**src/tmrc_regs.vh**
```
`ifndef TMRC_REGS_VH
`define TMRC_REGS_VH

// Register byte addresses on the APB (one aligned word each)
`define TMRC_ADDR_SC 8'h00
`define TMRC_ADDR_CNTH 8'h04
`define TMRC_ADDR_CNTL 8'h08
`define TMRC_ADDR_MODH 8'h0c
`define TMRC_ADDR_MODL 8'h10

// Status/control field positions
`define TMRC_SC_OVF 7
`define TMRC_SC_OVIE 6
`define TMRC_SC_CPWM 5
`define TMRC_SC_CLKS_HI 4
`define TMRC_SC_CLKS_LO 3
`define TMRC_SC_PS_HI 2
`define TMRC_SC_PS_LO 0

// Clock source encodings
`define TMRC_CLK_NONE 2'h0
`define TMRC_CLK_BUS 2'h1
`define TMRC_CLK_FIXED 2'h2
`define TMRC_CLK_EXT 2'h3

// Reset values
`define TMRC_SC_RESET 8'h00
`define TMRC_MOD_RESET 16'h0000
`define TMRC_CNT_RESET 16'h0000

// Counter end values
`define TMRC_CNT_TOP 16'hffff
`define TMRC_CNT_PRETOP 16'hfffe

`endif

```
**src/tmrc_timer_counter_regs.v**
```verilog
`timescale 1ns/100ps
`include "tmrc_regs.vh"

module tmrc_timer_counter_regs (
   // Clock and reset
   input wire ref_clk,
   input wire reset_n,
   // APB slave
   input wire psel,
   input wire penable,
   input wire pwrite,
   input wire [7:0] paddr,
   input wire [31:0] pwdata,
   output wire pready,
   output reg [31:0] prdata,
   output wire pslverr,
   // Count clocks and debug
   input wire fixedFreqClock,
   input wire externalCountClock,
   input wire debugHaltMode,
   // Timer outputs
   output wire overflowIrq,
   output wire [15:0] counterValue,
   output wire countingDown,
   output wire centerAlignSelect
);

   ////////////////////////////////////////////////////////////////////////
   // Bus decode: zero wait states, every access completes in one cycle
   // Only the low byte of each word carries a register; the upper
   // bytes read as zero and are ignored on writes. Offsets outside the
   // five registers answer with an error and have no side effect, so a
   // stray access cannot arm the flag clear or disturb either latch.

   wire access = psel & penable;
   wire wrStb = access & pwrite;
   wire rdStb = access & ~pwrite;
   wire hitSc = (paddr == `TMRC_ADDR_SC);
   wire hitCntH = (paddr == `TMRC_ADDR_CNTH);
   wire hitCntL = (paddr == `TMRC_ADDR_CNTL);
   wire hitModH = (paddr == `TMRC_ADDR_MODH);
   wire hitModL = (paddr == `TMRC_ADDR_MODL);
   wire mapped = hitSc | hitCntH | hitCntL | hitModH | hitModL;

   assign pready = 1'b1;
   assign pslverr = access & ~mapped; // Unmapped offsets are errors

   wire scWr = wrStb & hitSc;
   wire cntWr = wrStb & (hitCntH | hitCntL);
   wire cntRd = rdStb & (hitCntH | hitCntL);
   wire modWrH = wrStb & hitModH;
   wire modWrL = wrStb & hitModL;

   ////////////////////////////////////////////////////////////////////////
   // Control register state

   reg ovfFlag_q;
   reg ovfArmed_q;
   reg ovfIrqEn_q;
   reg cpwm_q;
   reg [1:0] clkSel_q;
   reg [2:0] psSel_q;
   reg [15:0] count_q;
   reg [15:0] count_d;
   reg dirDown_q;
   reg [15:0] mod_q;
   reg [15:0] modBuf_q;
   reg modGotH_q;
   reg modGotL_q;
   reg [15:0] rdLatch_q;
   reg [15:0] cntSnap_q;
   reg rdLatched_q;
   reg rdGotH_q;
   reg [6:0] preCnt_q;
   reg [2:0] fixSync_q;
   reg [2:0] extSync_q;

   assign centerAlignSelect = cpwm_q;
   assign counterValue = count_q;
   assign countingDown = dirDown_q;
   assign overflowIrq = ovfFlag_q & ovfIrqEn_q;

   ////////////////////////////////////////////////////////////////////////
   // Clock source selection and prescaler

   // Two-stage sync then rising-edge detect on the stable pair only
   always @(posedge ref_clk or negedge reset_n) begin
      if (!reset_n) begin
         fixSync_q <= 3'h0;
         extSync_q <= 3'h0;
      end else begin
         fixSync_q <= {fixSync_q[1:0], fixedFreqClock};
         extSync_q <= {extSync_q[1:0], externalCountClock};
      end
   end

   // Edge pulses; external must be slow enough to be sampled
   wire fixTick = fixSync_q[1] & ~fixSync_q[2];
   wire extTick = extSync_q[1] & ~extSync_q[2];

   reg srcTick;
   // Source mux: 00 leaves the counter stopped
   always @* begin
      case (clkSel_q)
         `TMRC_CLK_NONE: srcTick = 1'b0;
         `TMRC_CLK_BUS: srcTick = 1'b1;
         `TMRC_CLK_FIXED: srcTick = fixTick;
         `TMRC_CLK_EXT: srcTick = extTick;
         default: srcTick = 1'b0;
      endcase
   end

   // Divide mask from the live prescale field, so new value acts next cycle
   // The divider is not cleared on a prescale change: the first divided
   // tick after a change may come early, a trade for a simpler counter.
   wire [6:0] preMask = (7'h01 << psSel_q) - 7'h01;
   wire preHit = ((preCnt_q & preMask) == preMask);
   wire run = ~debugHaltMode;
   wire countEn = srcTick & preHit & run;

   // Prescale counter advances on each selected source tick unless halted in debug
   always @(posedge ref_clk or negedge reset_n) begin
      if (!reset_n) begin
         preCnt_q <= 7'h00;
      end else if (srcTick && run) begin
         preCnt_q <= preCnt_q + 7'h01;
      end
   end

   ////////////////////////////////////////////////////////////////////////
   // Counter stepping

   // Zero modulo means free run across the full range
   // An all-ones modulo gives the same count range, as it should.
   wire [15:0] topVal = (mod_q == 16'h0000) ? `TMRC_CNT_TOP : mod_q;
   wire modPending = modGotH_q & modGotL_q;
   wire atTop = (count_q == topVal);
   reg wrapEvt;
   reg dirDown_d;

   // Up count wraps to zero; center mode turns around at the ends
   always @* begin
      count_d = count_q;
      dirDown_d = dirDown_q;
      wrapEvt = 1'b0;
      if (cpwm_q) begin
         if (!dirDown_q) begin
            if (atTop) begin
               dirDown_d = 1'b1;
               count_d = count_q - 16'h0001;
            end else begin
               count_d = count_q + 16'h0001;
            end
         end else begin
            if (count_q == 16'h0000) begin
               dirDown_d = 1'b0;
               wrapEvt = 1'b1;
               count_d = 16'h0001;
            end else begin
               count_d = count_q - 16'h0001;
            end
         end
      end else begin
         dirDown_d = 1'b0;
         if (atTop) begin
            count_d = 16'h0000;
            wrapEvt = 1'b1;
         end else begin
            count_d = count_q + 16'h0001;
         end
      end
   end

   // Modulo takes the buffer on the step into the old top value
   wire stepToTop = countEn & ~dirDown_d & (count_d == topVal) &
      (count_d != count_q);
   wire modXfer = modPending & stepToTop & (clkSel_q != `TMRC_CLK_NONE);
   // Half-written modulo blocks the flag
   wire ovfEvt = countEn & wrapEvt & ~(modGotH_q ^ modGotL_q);

   // Counter register; any counter write clears it whatever the data
   always @(posedge ref_clk or negedge reset_n) begin
      if (!reset_n) begin
         count_q <= `TMRC_CNT_RESET;
         dirDown_q <= 1'b0;
      end else if (cntWr) begin
         count_q <= `TMRC_CNT_RESET;
         dirDown_q <= 1'b0;
      end else if (countEn) begin
         count_q <= count_d;
         dirDown_q <= dirDown_d;
      end
   end

   ////////////////////////////////////////////////////////////////////////
   // Status/control register and overflow flag

   // Write zero clears only after a read saw the flag set
   // The arm bit is the first half of the two-step clear; any new
   // overflow drops it so software must read the flag once more.
   wire clrReq = scWr & ~pwdata[`TMRC_SC_OVF] & ovfArmed_q;
   always @(posedge ref_clk or negedge reset_n) begin
      if (!reset_n) begin
         ovfFlag_q <= 1'b0;
         ovfArmed_q <= 1'b0;
         ovfIrqEn_q <= 1'b0;
         cpwm_q <= 1'b0;
         clkSel_q <= 2'h0;
         psSel_q <= 3'h0;
      end else begin
         // New overflow wins and disarms the clear
         if (ovfEvt) begin
            ovfFlag_q <= 1'b1;
            ovfArmed_q <= 1'b0;
         end else if (clrReq) begin
            ovfFlag_q <= 1'b0; // Writing one does nothing
            ovfArmed_q <= 1'b0;
         end else if (rdStb && hitSc && ovfFlag_q) begin
            ovfArmed_q <= 1'b1;
         end
         if (scWr) begin
            ovfIrqEn_q <= pwdata[`TMRC_SC_OVIE];
            cpwm_q <= pwdata[`TMRC_SC_CPWM];
            clkSel_q <= pwdata[`TMRC_SC_CLKS_HI:`TMRC_SC_CLKS_LO];
            psSel_q <= pwdata[`TMRC_SC_PS_HI:`TMRC_SC_PS_LO];
         end
      end
   end

   ////////////////////////////////////////////////////////////////////////
   // Counter read coherency latch

   // Count captured at the setup edge of a counter read, the same edge
   // that registers the read data, so the latched word matches the byte
   // the bus returned even when the counter moves during the access
   always @(posedge ref_clk or negedge reset_n) begin
      if (!reset_n) begin
         cntSnap_q <= 16'h0000;
      end else if (psel && !penable && !pwrite) begin
         cntSnap_q <= count_q;
      end
   end

   // First byte read snapshots both; reads in debug leave the state machine alone
   always @(posedge ref_clk or negedge reset_n) begin
      if (!reset_n) begin
         rdLatch_q <= 16'h0000;
         rdLatched_q <= 1'b0;
         rdGotH_q <= 1'b0;
      end else if (scWr || cntWr) begin
         rdLatched_q <= 1'b0;
      end else if (cntRd && run) begin
         if (!rdLatched_q) begin
            rdLatch_q <= cntSnap_q;
            rdLatched_q <= 1'b1;
            rdGotH_q <= hitCntH;
         end else if (rdGotH_q != hitCntH) begin
            rdLatched_q <= 1'b0;
         end
      end
   end

   wire [15:0] cntView = rdLatched_q ? rdLatch_q : count_q;

   ////////////////////////////////////////////////////////////////////////
   // Modulo buffer and write latch

   // Buffered update unless stopped or halted in debug
   // A control write always restarts the pair, even in debug. While
   // halted the pending-byte bits are left alone so a pair begun before
   // the halt still completes after it.
   always @(posedge ref_clk or negedge reset_n) begin
      if (!reset_n) begin
         mod_q <= `TMRC_MOD_RESET;
         modBuf_q <= `TMRC_MOD_RESET;
         modGotH_q <= 1'b0;
         modGotL_q <= 1'b0;
      end else if (scWr) begin
         modGotH_q <= 1'b0;
         modGotL_q <= 1'b0;
      end else if (!run) begin
         // Debug writes go straight in, latch state held
         if (modWrH) begin
            mod_q[15:8] <= pwdata[7:0];
         end
         if (modWrL) begin
            mod_q[7:0] <= pwdata[7:0];
         end
      end else begin
         if (modWrH) begin
            modBuf_q[15:8] <= pwdata[7:0];
         end
         if (modWrL) begin
            modBuf_q[7:0] <= pwdata[7:0];
         end
         if ((modWrH | modGotH_q) && (modWrL | modGotL_q) &&
            (clkSel_q == `TMRC_CLK_NONE)) begin
            // Stopped clock copies at the second byte
            mod_q <= {modWrH ? pwdata[7:0] : modBuf_q[15:8],
               modWrL ? pwdata[7:0] : modBuf_q[7:0]};
            modGotH_q <= 1'b0;
            modGotL_q <= 1'b0;
         end else if (modXfer) begin
            mod_q <= modBuf_q;
            modGotH_q <= 1'b0;
            modGotL_q <= 1'b0;
         end else begin
            modGotH_q <= modGotH_q | modWrH;
            modGotL_q <= modGotL_q | modWrL;
         end
      end
   end

   ////////////////////////////////////////////////////////////////////////
   // Read data mux, registered so data holds after the access

   reg [7:0] rdByte;
   always @* begin
      rdByte = 8'h00;
      if (hitSc) begin
         rdByte = {ovfFlag_q, ovfIrqEn_q, cpwm_q, clkSel_q, psSel_q};
      end else if (hitCntH) begin
         rdByte = cntView[15:8];
      end else if (hitCntL) begin
         rdByte = cntView[7:0];
      end else if (hitModH) begin
         rdByte = mod_q[15:8];
      end else if (hitModL) begin
         rdByte = mod_q[7:0];
      end
   end

   // Data presented in setup phase so it is valid when pready samples
   // Read side effects (flag arm, counter latch) act in the access phase
   always @(posedge ref_clk or negedge reset_n) begin
      if (!reset_n) begin
         prdata <= 32'h00000000;
      end else if (psel && !penable && !pwrite) begin
         prdata <= {24'h000000, rdByte};
      end
   end

endmodule // tmrc_timer_counter_regs

```
**config.mk**
```make
export PLATFORM = sky130hd
export DESIGN_NAME = tmrc_timer_counter_regs
export DESIGN_NICKNAME = d
export VERILOG_FILES = /design/src/tmrc_timer_counter_regs.v
export VERILOG_INCLUDE_DIRS = /design/src
export SDC_FILE = /design/constraint.sdc
export NUM_CORES = 1
export LEC_CHECK = 0
export BUFFER_PORTS_ARGS = -buffer_cell sky130_fd_sc_hd__buf_2
export CAP_MARGIN = 40
export CORE_ASPECT_RATIO = 1.1
export CORE_MARGIN = 2
export CORE_UTILIZATION = 30
export DETAILED_ROUTE_END_ITERATION = 12
export GPL_ROUTABILITY_DRIVEN = 0
export PLACE_DENSITY = 0.52
export REMOVE_ABC_BUFFERS = 1
export SYNTH_ARGS = -nofsm -noshare
export SYNTH_HDL_FRONTEND = slang
export SYNTH_SLANG_ARGS = --single-unit
```
**constraint.sdc**
```tcl
create_clock -name ref_clk -period 5.4 [get_ports ref_clk]
set_input_delay 1.08 -clock ref_clk [delete_from_list [all_inputs] [get_ports ref_clk]]
set_output_delay 1.08 -clock ref_clk [all_outputs]
set_load 0.1 [all_outputs]
```
# == After elaboration in Yosys (flattened, before gate mapping) ==
# Cells that the tools add are included.
# op_classes
add_sub_neg,4
mul,0
div,0
magnitude_cmp,0
eq_ne,15
n_shift,1
mux,48
bitwise_logic,44
n_reduce_logical,25
# op_table
operator,count
16-bit 2-to-1 mux,12
8-bit 2-to-1 mux,9
16-bit == test,2
16-bit logical NOT,2
1-bit 2-to-1 mux,26
1-bit AND,24
"16-bit by 1-bit adder with 16-bit output, second input constant",1
"8-bit by 4-bit == test with 1-bit output, second input constant",2
16-bit != test,1
"16-bit by 1-bit subtractor with 16-bit output, second input constant",1
1-bit NOT,11
3-bit AND reduction,3
"8-bit by 3-bit == test with 1-bit output, second input constant",1
"8-bit by 5-bit == test with 1-bit output, second input constant",1
1-bit logical AND,8
8-bit logical NOT,1
2-bit nonzero test,4
"7-bit by 1-bit adder with 7-bit output, second input constant",1
7-bit AND,1
7-bit == test,1
1-bit OR,7
"1-bit by 3-bit << shifter with 7-bit output, first input constant",1
"7-bit by 1-bit subtractor with 7-bit output, second input constant",1
"2-bit by 1-bit != test with 1-bit output, second input constant",3
other kinds (10),13
# totals
register_bits,115
latch_bits,0
ramBits,0
mem_bits_ro,0
inputBits,48
out_inout_bits,53
wordCells,158
n_memories,0

# == Longest topological paths before layout ==
# logic_depth
ltp_word,16
depth_mapped,18
depth_no_buf,15

# == Worst setup path after synthesis ==
# OpenSTA, ideal clock, no wires.
# synth_timing
kind,reg2reg
startpoint,register count_q[8] (netlist: counterValue[8])
endpoint,register mod_q[0]
setup_ns,0.125
arrival_time_ns,4.640
setup_slack_ns,0.635
stages_incl_launch_ff,14
synth_period_minus_slack_ns,4.765
cell_sequence,dfrtp_1 > buf_6 > or3_4 > or4_4 > buf_6 > or4_4 > nand3_4 > o32ai_1 > or3_4 > o41ai_2 > o2bb2a_2 > a2111oi_4 > o211ai_4 > mux2_4
# synth_via
elab_chain_cells,12
# synth_rtl
element,line_no,source
from (decl),tmrc_timer_counter_regs.v:63,reg [15:0] count_q;
from (signal assigned),tmrc_timer_counter_regs.v:184,count_q <= `TMRC_CNT_RESET;
from (signal assigned),tmrc_timer_counter_regs.v:187,count_q <= `TMRC_CNT_RESET;
from (signal assigned),tmrc_timer_counter_regs.v:190,count_q <= count_d;
"parallel branches: the longest is 7 deep, another holds 16-bit by 1-bit adder with 16-bit output",--,
1-bit AND (*),tmrc_timer_counter_regs.v:175,wire stepToTop = countEn & ~dirDown_d & (count_d == topVal) &
1-bit AND (*) (2 in series),tmrc_timer_counter_regs.v:177,wire modXfer = modPending & stepToTop & (clkSel_q != `TMRC_CLK_NONE);
3-bit nonzero test (no line) (*),--,
3-bit AND reduction (no line) (*),--,
to (signal assigned),tmrc_timer_counter_regs.v:274,mod_q <= `TMRC_MOD_RESET;
to (signal assigned),tmrc_timer_counter_regs.v:287,mod_q[7:0] <= pwdata[7:0];
to (signal assigned),tmrc_timer_counter_regs.v:299,"mod_q <= {modWrH ? pwdata[7:0] : modBuf_q[15:8],"
to (decl),tmrc_timer_counter_regs.v:66,reg [15:0] mod_q;
# Every way passes the cells marked *.
# A chain may end at the register's enable or synchronous reset.

# == Worst setup path in the final report ==
# layout_timing
startpoint,register mod_q[2]
endpoint,register mod_q[4]
# layout_via
elab_chain_cells,14
# layout_rtl
element,line_no,source
16-bit logical NOT,tmrc_timer_counter_regs.v:135,wire [15:0] topVal = (mod_q == 16'h0000) ? `TMRC_CNT_TOP : mod_q;
16-bit 2-to-1 mux (*),tmrc_timer_counter_regs.v:135,
"parallel branches: the longest is 7 deep, another holds 16-bit == test",--,
1-bit AND (*),tmrc_timer_counter_regs.v:175,
1-bit AND (*) (2 in series),tmrc_timer_counter_regs.v:177,
3-bit nonzero test (no line) (*),--,
3-bit AND reduction (no line) (*),--,
# Marks and branches as above.

==> flow_metrics.py <==
metrics = {
    "worst_setup_path": {
        "cp-start-kind": "flip-flop",
        "r2r_cells": 17,
        "critPathKind": "reg -> reg",
        "r2r_end": "mod_q[4]$_DFFE_PN0P_",
        "arrival_ps": 5230,
        "critPathMaxFanout": 14,
        "cp-startpoint": "mod_q[2]$_DFFE_PN0P_",
        "reg2reg_slack_ps": 470,
        "end_kind": "flip-flop",
        "r2r-start": "mod_q[2]$_DFFE_PN0P_",
        "crit_required_ps": 5700,
    },
    "detailed_routing": {
        "drt-pass1-iter-count": 5,
        "remaining_drc_errors": 0,
        "initialDrtViolationCount": 356,
        "num_vias": 5960,
        "postRouteAntennaNets": 0,
        "viasPerCell": 5.16,
        "wl_mm": 22.3,
        "routedWlPerCell_um": 19.3,
    },
    "floorplanning": {
        "initial_core_util_pct": 30.4,
        "die_h_um": 169,
        "die_area_um2": 26000,
        "num_rows": 60,
        "core_um2": 24400,
        "die_w_um": 154,
        "io_pins": 101,
    },
    "finish": {
        "area_delta_synth_final_pct": 18.9,
        "fillers": 2476,
        "drive_gt1_share_pct": 29.7,
        "fin_nets": 884,
        "diodes": 0,
    },
    "synth": {
        "synth-edff-count": 0,
        "synth.area.top_cells": "dfrtp_1 (39%), mux2_2 (12%), xor2_1 (4.5%)",
        "synth.distinct_cells": 64,
        "ys_warn_count": 0,
        "syn_inst": 751,
        "synthesis.area_um2": 7410,
        "synth-seq-cells": 115,
        "synth_top_cell_by_area": "dfrtp_1",
        "yosysSeqAreaShare_pct": 38.8,
        "ys.flop_type": "dfrtp_1",
        "async_flop_share_pct": 100,
        "synth_top_area_share_pct": 38.8,
        "avgSynthCellArea_um2": 9.87,
    },
    "timing": {
        "skew_ps": 14.8,
        "fmax_ghz": 0.203,
        "finalHoldViolCount": 0,
        "fin_crit_sh_pct": 91.2,
        "worst_pin_slew_ps": 891,
        "setup_tns_ps": 0,
        "setup_viol": 0,
        "fin_crit_ps": 4930,
        "relSlewSlack_pct": 40.6,
        "slew_viol_final": 0,
        "grt_setup_unrepaired": "no",
    },
    "min_path": {
        "hold_end": "extSync_q[1]$_DFF_PN0_",
        "hold_path_class": "reg -> reg",
        "hold_depth": 0,
        "holdCritStartpoint": "extSync_q[0]$_DFF_PN0_",
    },
    "outcome": {
        "status": "finished clean",
    },
    "clock_network": {
        "clk_latency_ps": 430,
        "clockBufferDepth": 2,
        "clockRootBuffer": "clkbuf_16",
        "clk_pin_slew_ps": 60,
        "cts.sink_count": 115,
        "htreeDepth": 4,
        "cts.repair.resized": 0,
        "cts-hold-fix-buffers": 0,
        "tritoncts": "done",
        "cts-buffers-inserted": 17,
        "cts_setup_buffers": 0,
    },
    "global_routing": {
        "top_usage_layer": "met2",
        "use_met3_pct": 3.28,
        "antenna_found_initial": 0,
        "grt_max_degree": 48,
        "met1_usage_pct": 23.9,
        "grt_use_met2_pct": 27.8,
        "grt_use_total_pct": 17.6,
        "grt_overflow_total": 0,
        "grt_pass1_wl_mm": 34.7,
        "grt_pass1_vias": 5836,
    },
    "power": {
        "p_leak_nw": 4.06,
        "powerDensity_nw_per_um2": 373,
        "ir_drop_uv": 196,
        "total_power_mw": 3.29,
    },
    "placed_design": {
        "port_buffers": 51,
        "dpl.hpwl_mm": 16.2,
    },
    "job": {
        "max-cap-violations": 0,
    },
}
## area by class of cell
type                    instances  area, um2  share of cell area [%]
clock buffers                  19        453                    5.14
clock inverters                13        171                    1.94
inverters                      12       45.0                   0.511
multi-input cells             574       4170                    47.3
flip-flops and latches        115       2880                    32.6
well taps                     310        388                    4.40
repair buffers                111        708                    8.03
## stage by stage
stage | cell area [um2] | setup slack (ps) | cells | hold WS (ps) | util [%]
floorplan | 7080 | 665 | 701 | 331 | -
global placement | 8190 | 423 | 1122 | 335 | 33.6
detailed placement | 8190 | 457 | 1122 | 340 | 33.6
CTS | 8810 | 407 | 1154 | 354 | 36.1
global route | 8810 | 91.3 | 1154 | 365 | 36.1
finish | 8810 | 474 | 1154 | 349 | 36.1
## worst max-delay path by stage
stage	endpoint	slack, ps
after global routing	mod_q[4]$_DFFE_PN0P_	90
after CTS	mod_q[4]$_DFFE_PN0P_	410
final	mod_q[4]$_DFFE_PN0P_	470
after global placement	mod_q[2]$_DFFE_PN0P_	420
after detailed placement	mod_q[3]$_DFFE_PN0P_	460
after floorplan	mod_q[0]$_DFFE_PN0P_	670
## cells in the final DEF (no fill, tap or decap), types with 17 or more instances in the layout
cell type,n
dfrtp_1,115
mux2_2,79
nor2_1,70
buf_4,61
nand2_1,59
buf_2,50
xor2_1,38
a21oi_1,29
mux2i_1,28
xnor2_1,25
conb_1,25
nor4_1,20
nor3_1,19
clkbuf_16,17
## Yosys cell counts (4+ instances only)
library cell / instances
o21ai_0: 15
nor3b_1: 5
ha_1: 5
o2111ai_1: 4
mux2_2: 79
o211ai_1: 6
or3_1: 4
dfrtp_1: 115
mux2i_1: 28
nor2b_1: 4
xor2_1: 38
o32ai_1: 5
nor3_1: 19
nand4_1: 5
buf_2: 9
nand2_1: 59
nor2_1: 70
nor4_1: 20
a21oi_1: 29
nand2b_1: 8
buf_6: 4
buf_4: 27
inv_1: 11
a211oi_1: 16
and3_1: 8
o21bai_1: 13
mux2_4: 7
nand3_1: 15
and2_1: 4
clkbuf_1: 29
a221oi_1: 15
xnor2_1: 25
## power by group
group	switching (mW)	internal (mW)
clock	0.441	0.757
sequential	0.0739	0.926
combinational	0.741	0.348
## flip-flops by register name (all words and copies together) (netlist names)
name	count
psSel_q	3
extSync_q	3
ovfArmed_q	1
modGotL_q	1
counterValue	16
ovfIrqEn_q	1
ovfFlag_q	1
cntSnap_q	16
centerAlignSelect	1
mod_q	16
prdata	8
clkSel_q	2
rdLatched_q	1
rdLatch_q	16
rdGotH_q	1
modGotH_q	1
modBuf_q	16
preCnt_q	7
countingDown	1
fixSync_q	3
## logic make-up after synthesis
| family | count (synthesis) | share of synthesized area, % |
|---|---|---|
| buffers and inverters | 85 | 6.25 |
| muxes | 116 | 17.8 |
| xor gates and xnor gates | 63 | 7.45 |
| DFF | 115 | 38.8 |
| and+or+nand+nor | 239 | 16.1 |
| AOI/OAI and AO/OA | 126 | 12.6 |
| adders and majority gates | 5 | 0.844 |
| other | 2 | 0.101 |
## metal layers
layer | wire (um) | up-vias
met4 | 529 | 0
met3 | 1150 | 33
met5 | 0 | -
met1 | 10300 | 2908
met2 | 10300 | 209
li1 | - | 2810
## critical path: stages (launching register included)
cell and delay, ps:
dfrtp_1 380, nor4_1 390, nand2_1 200, buf_4 230
o21bai_1 280, xor2_1 130, nor4_1 230, and4_1 390
buf_4 230, mux2i_1 90, nor4_1 380, o2111ai_1 190
nor4_1 370, and4_1 320, a2111oi_4 80, buf_4 170
o211ai_4 400, mux2_4 340
Power figures use the tool's default switching activity.
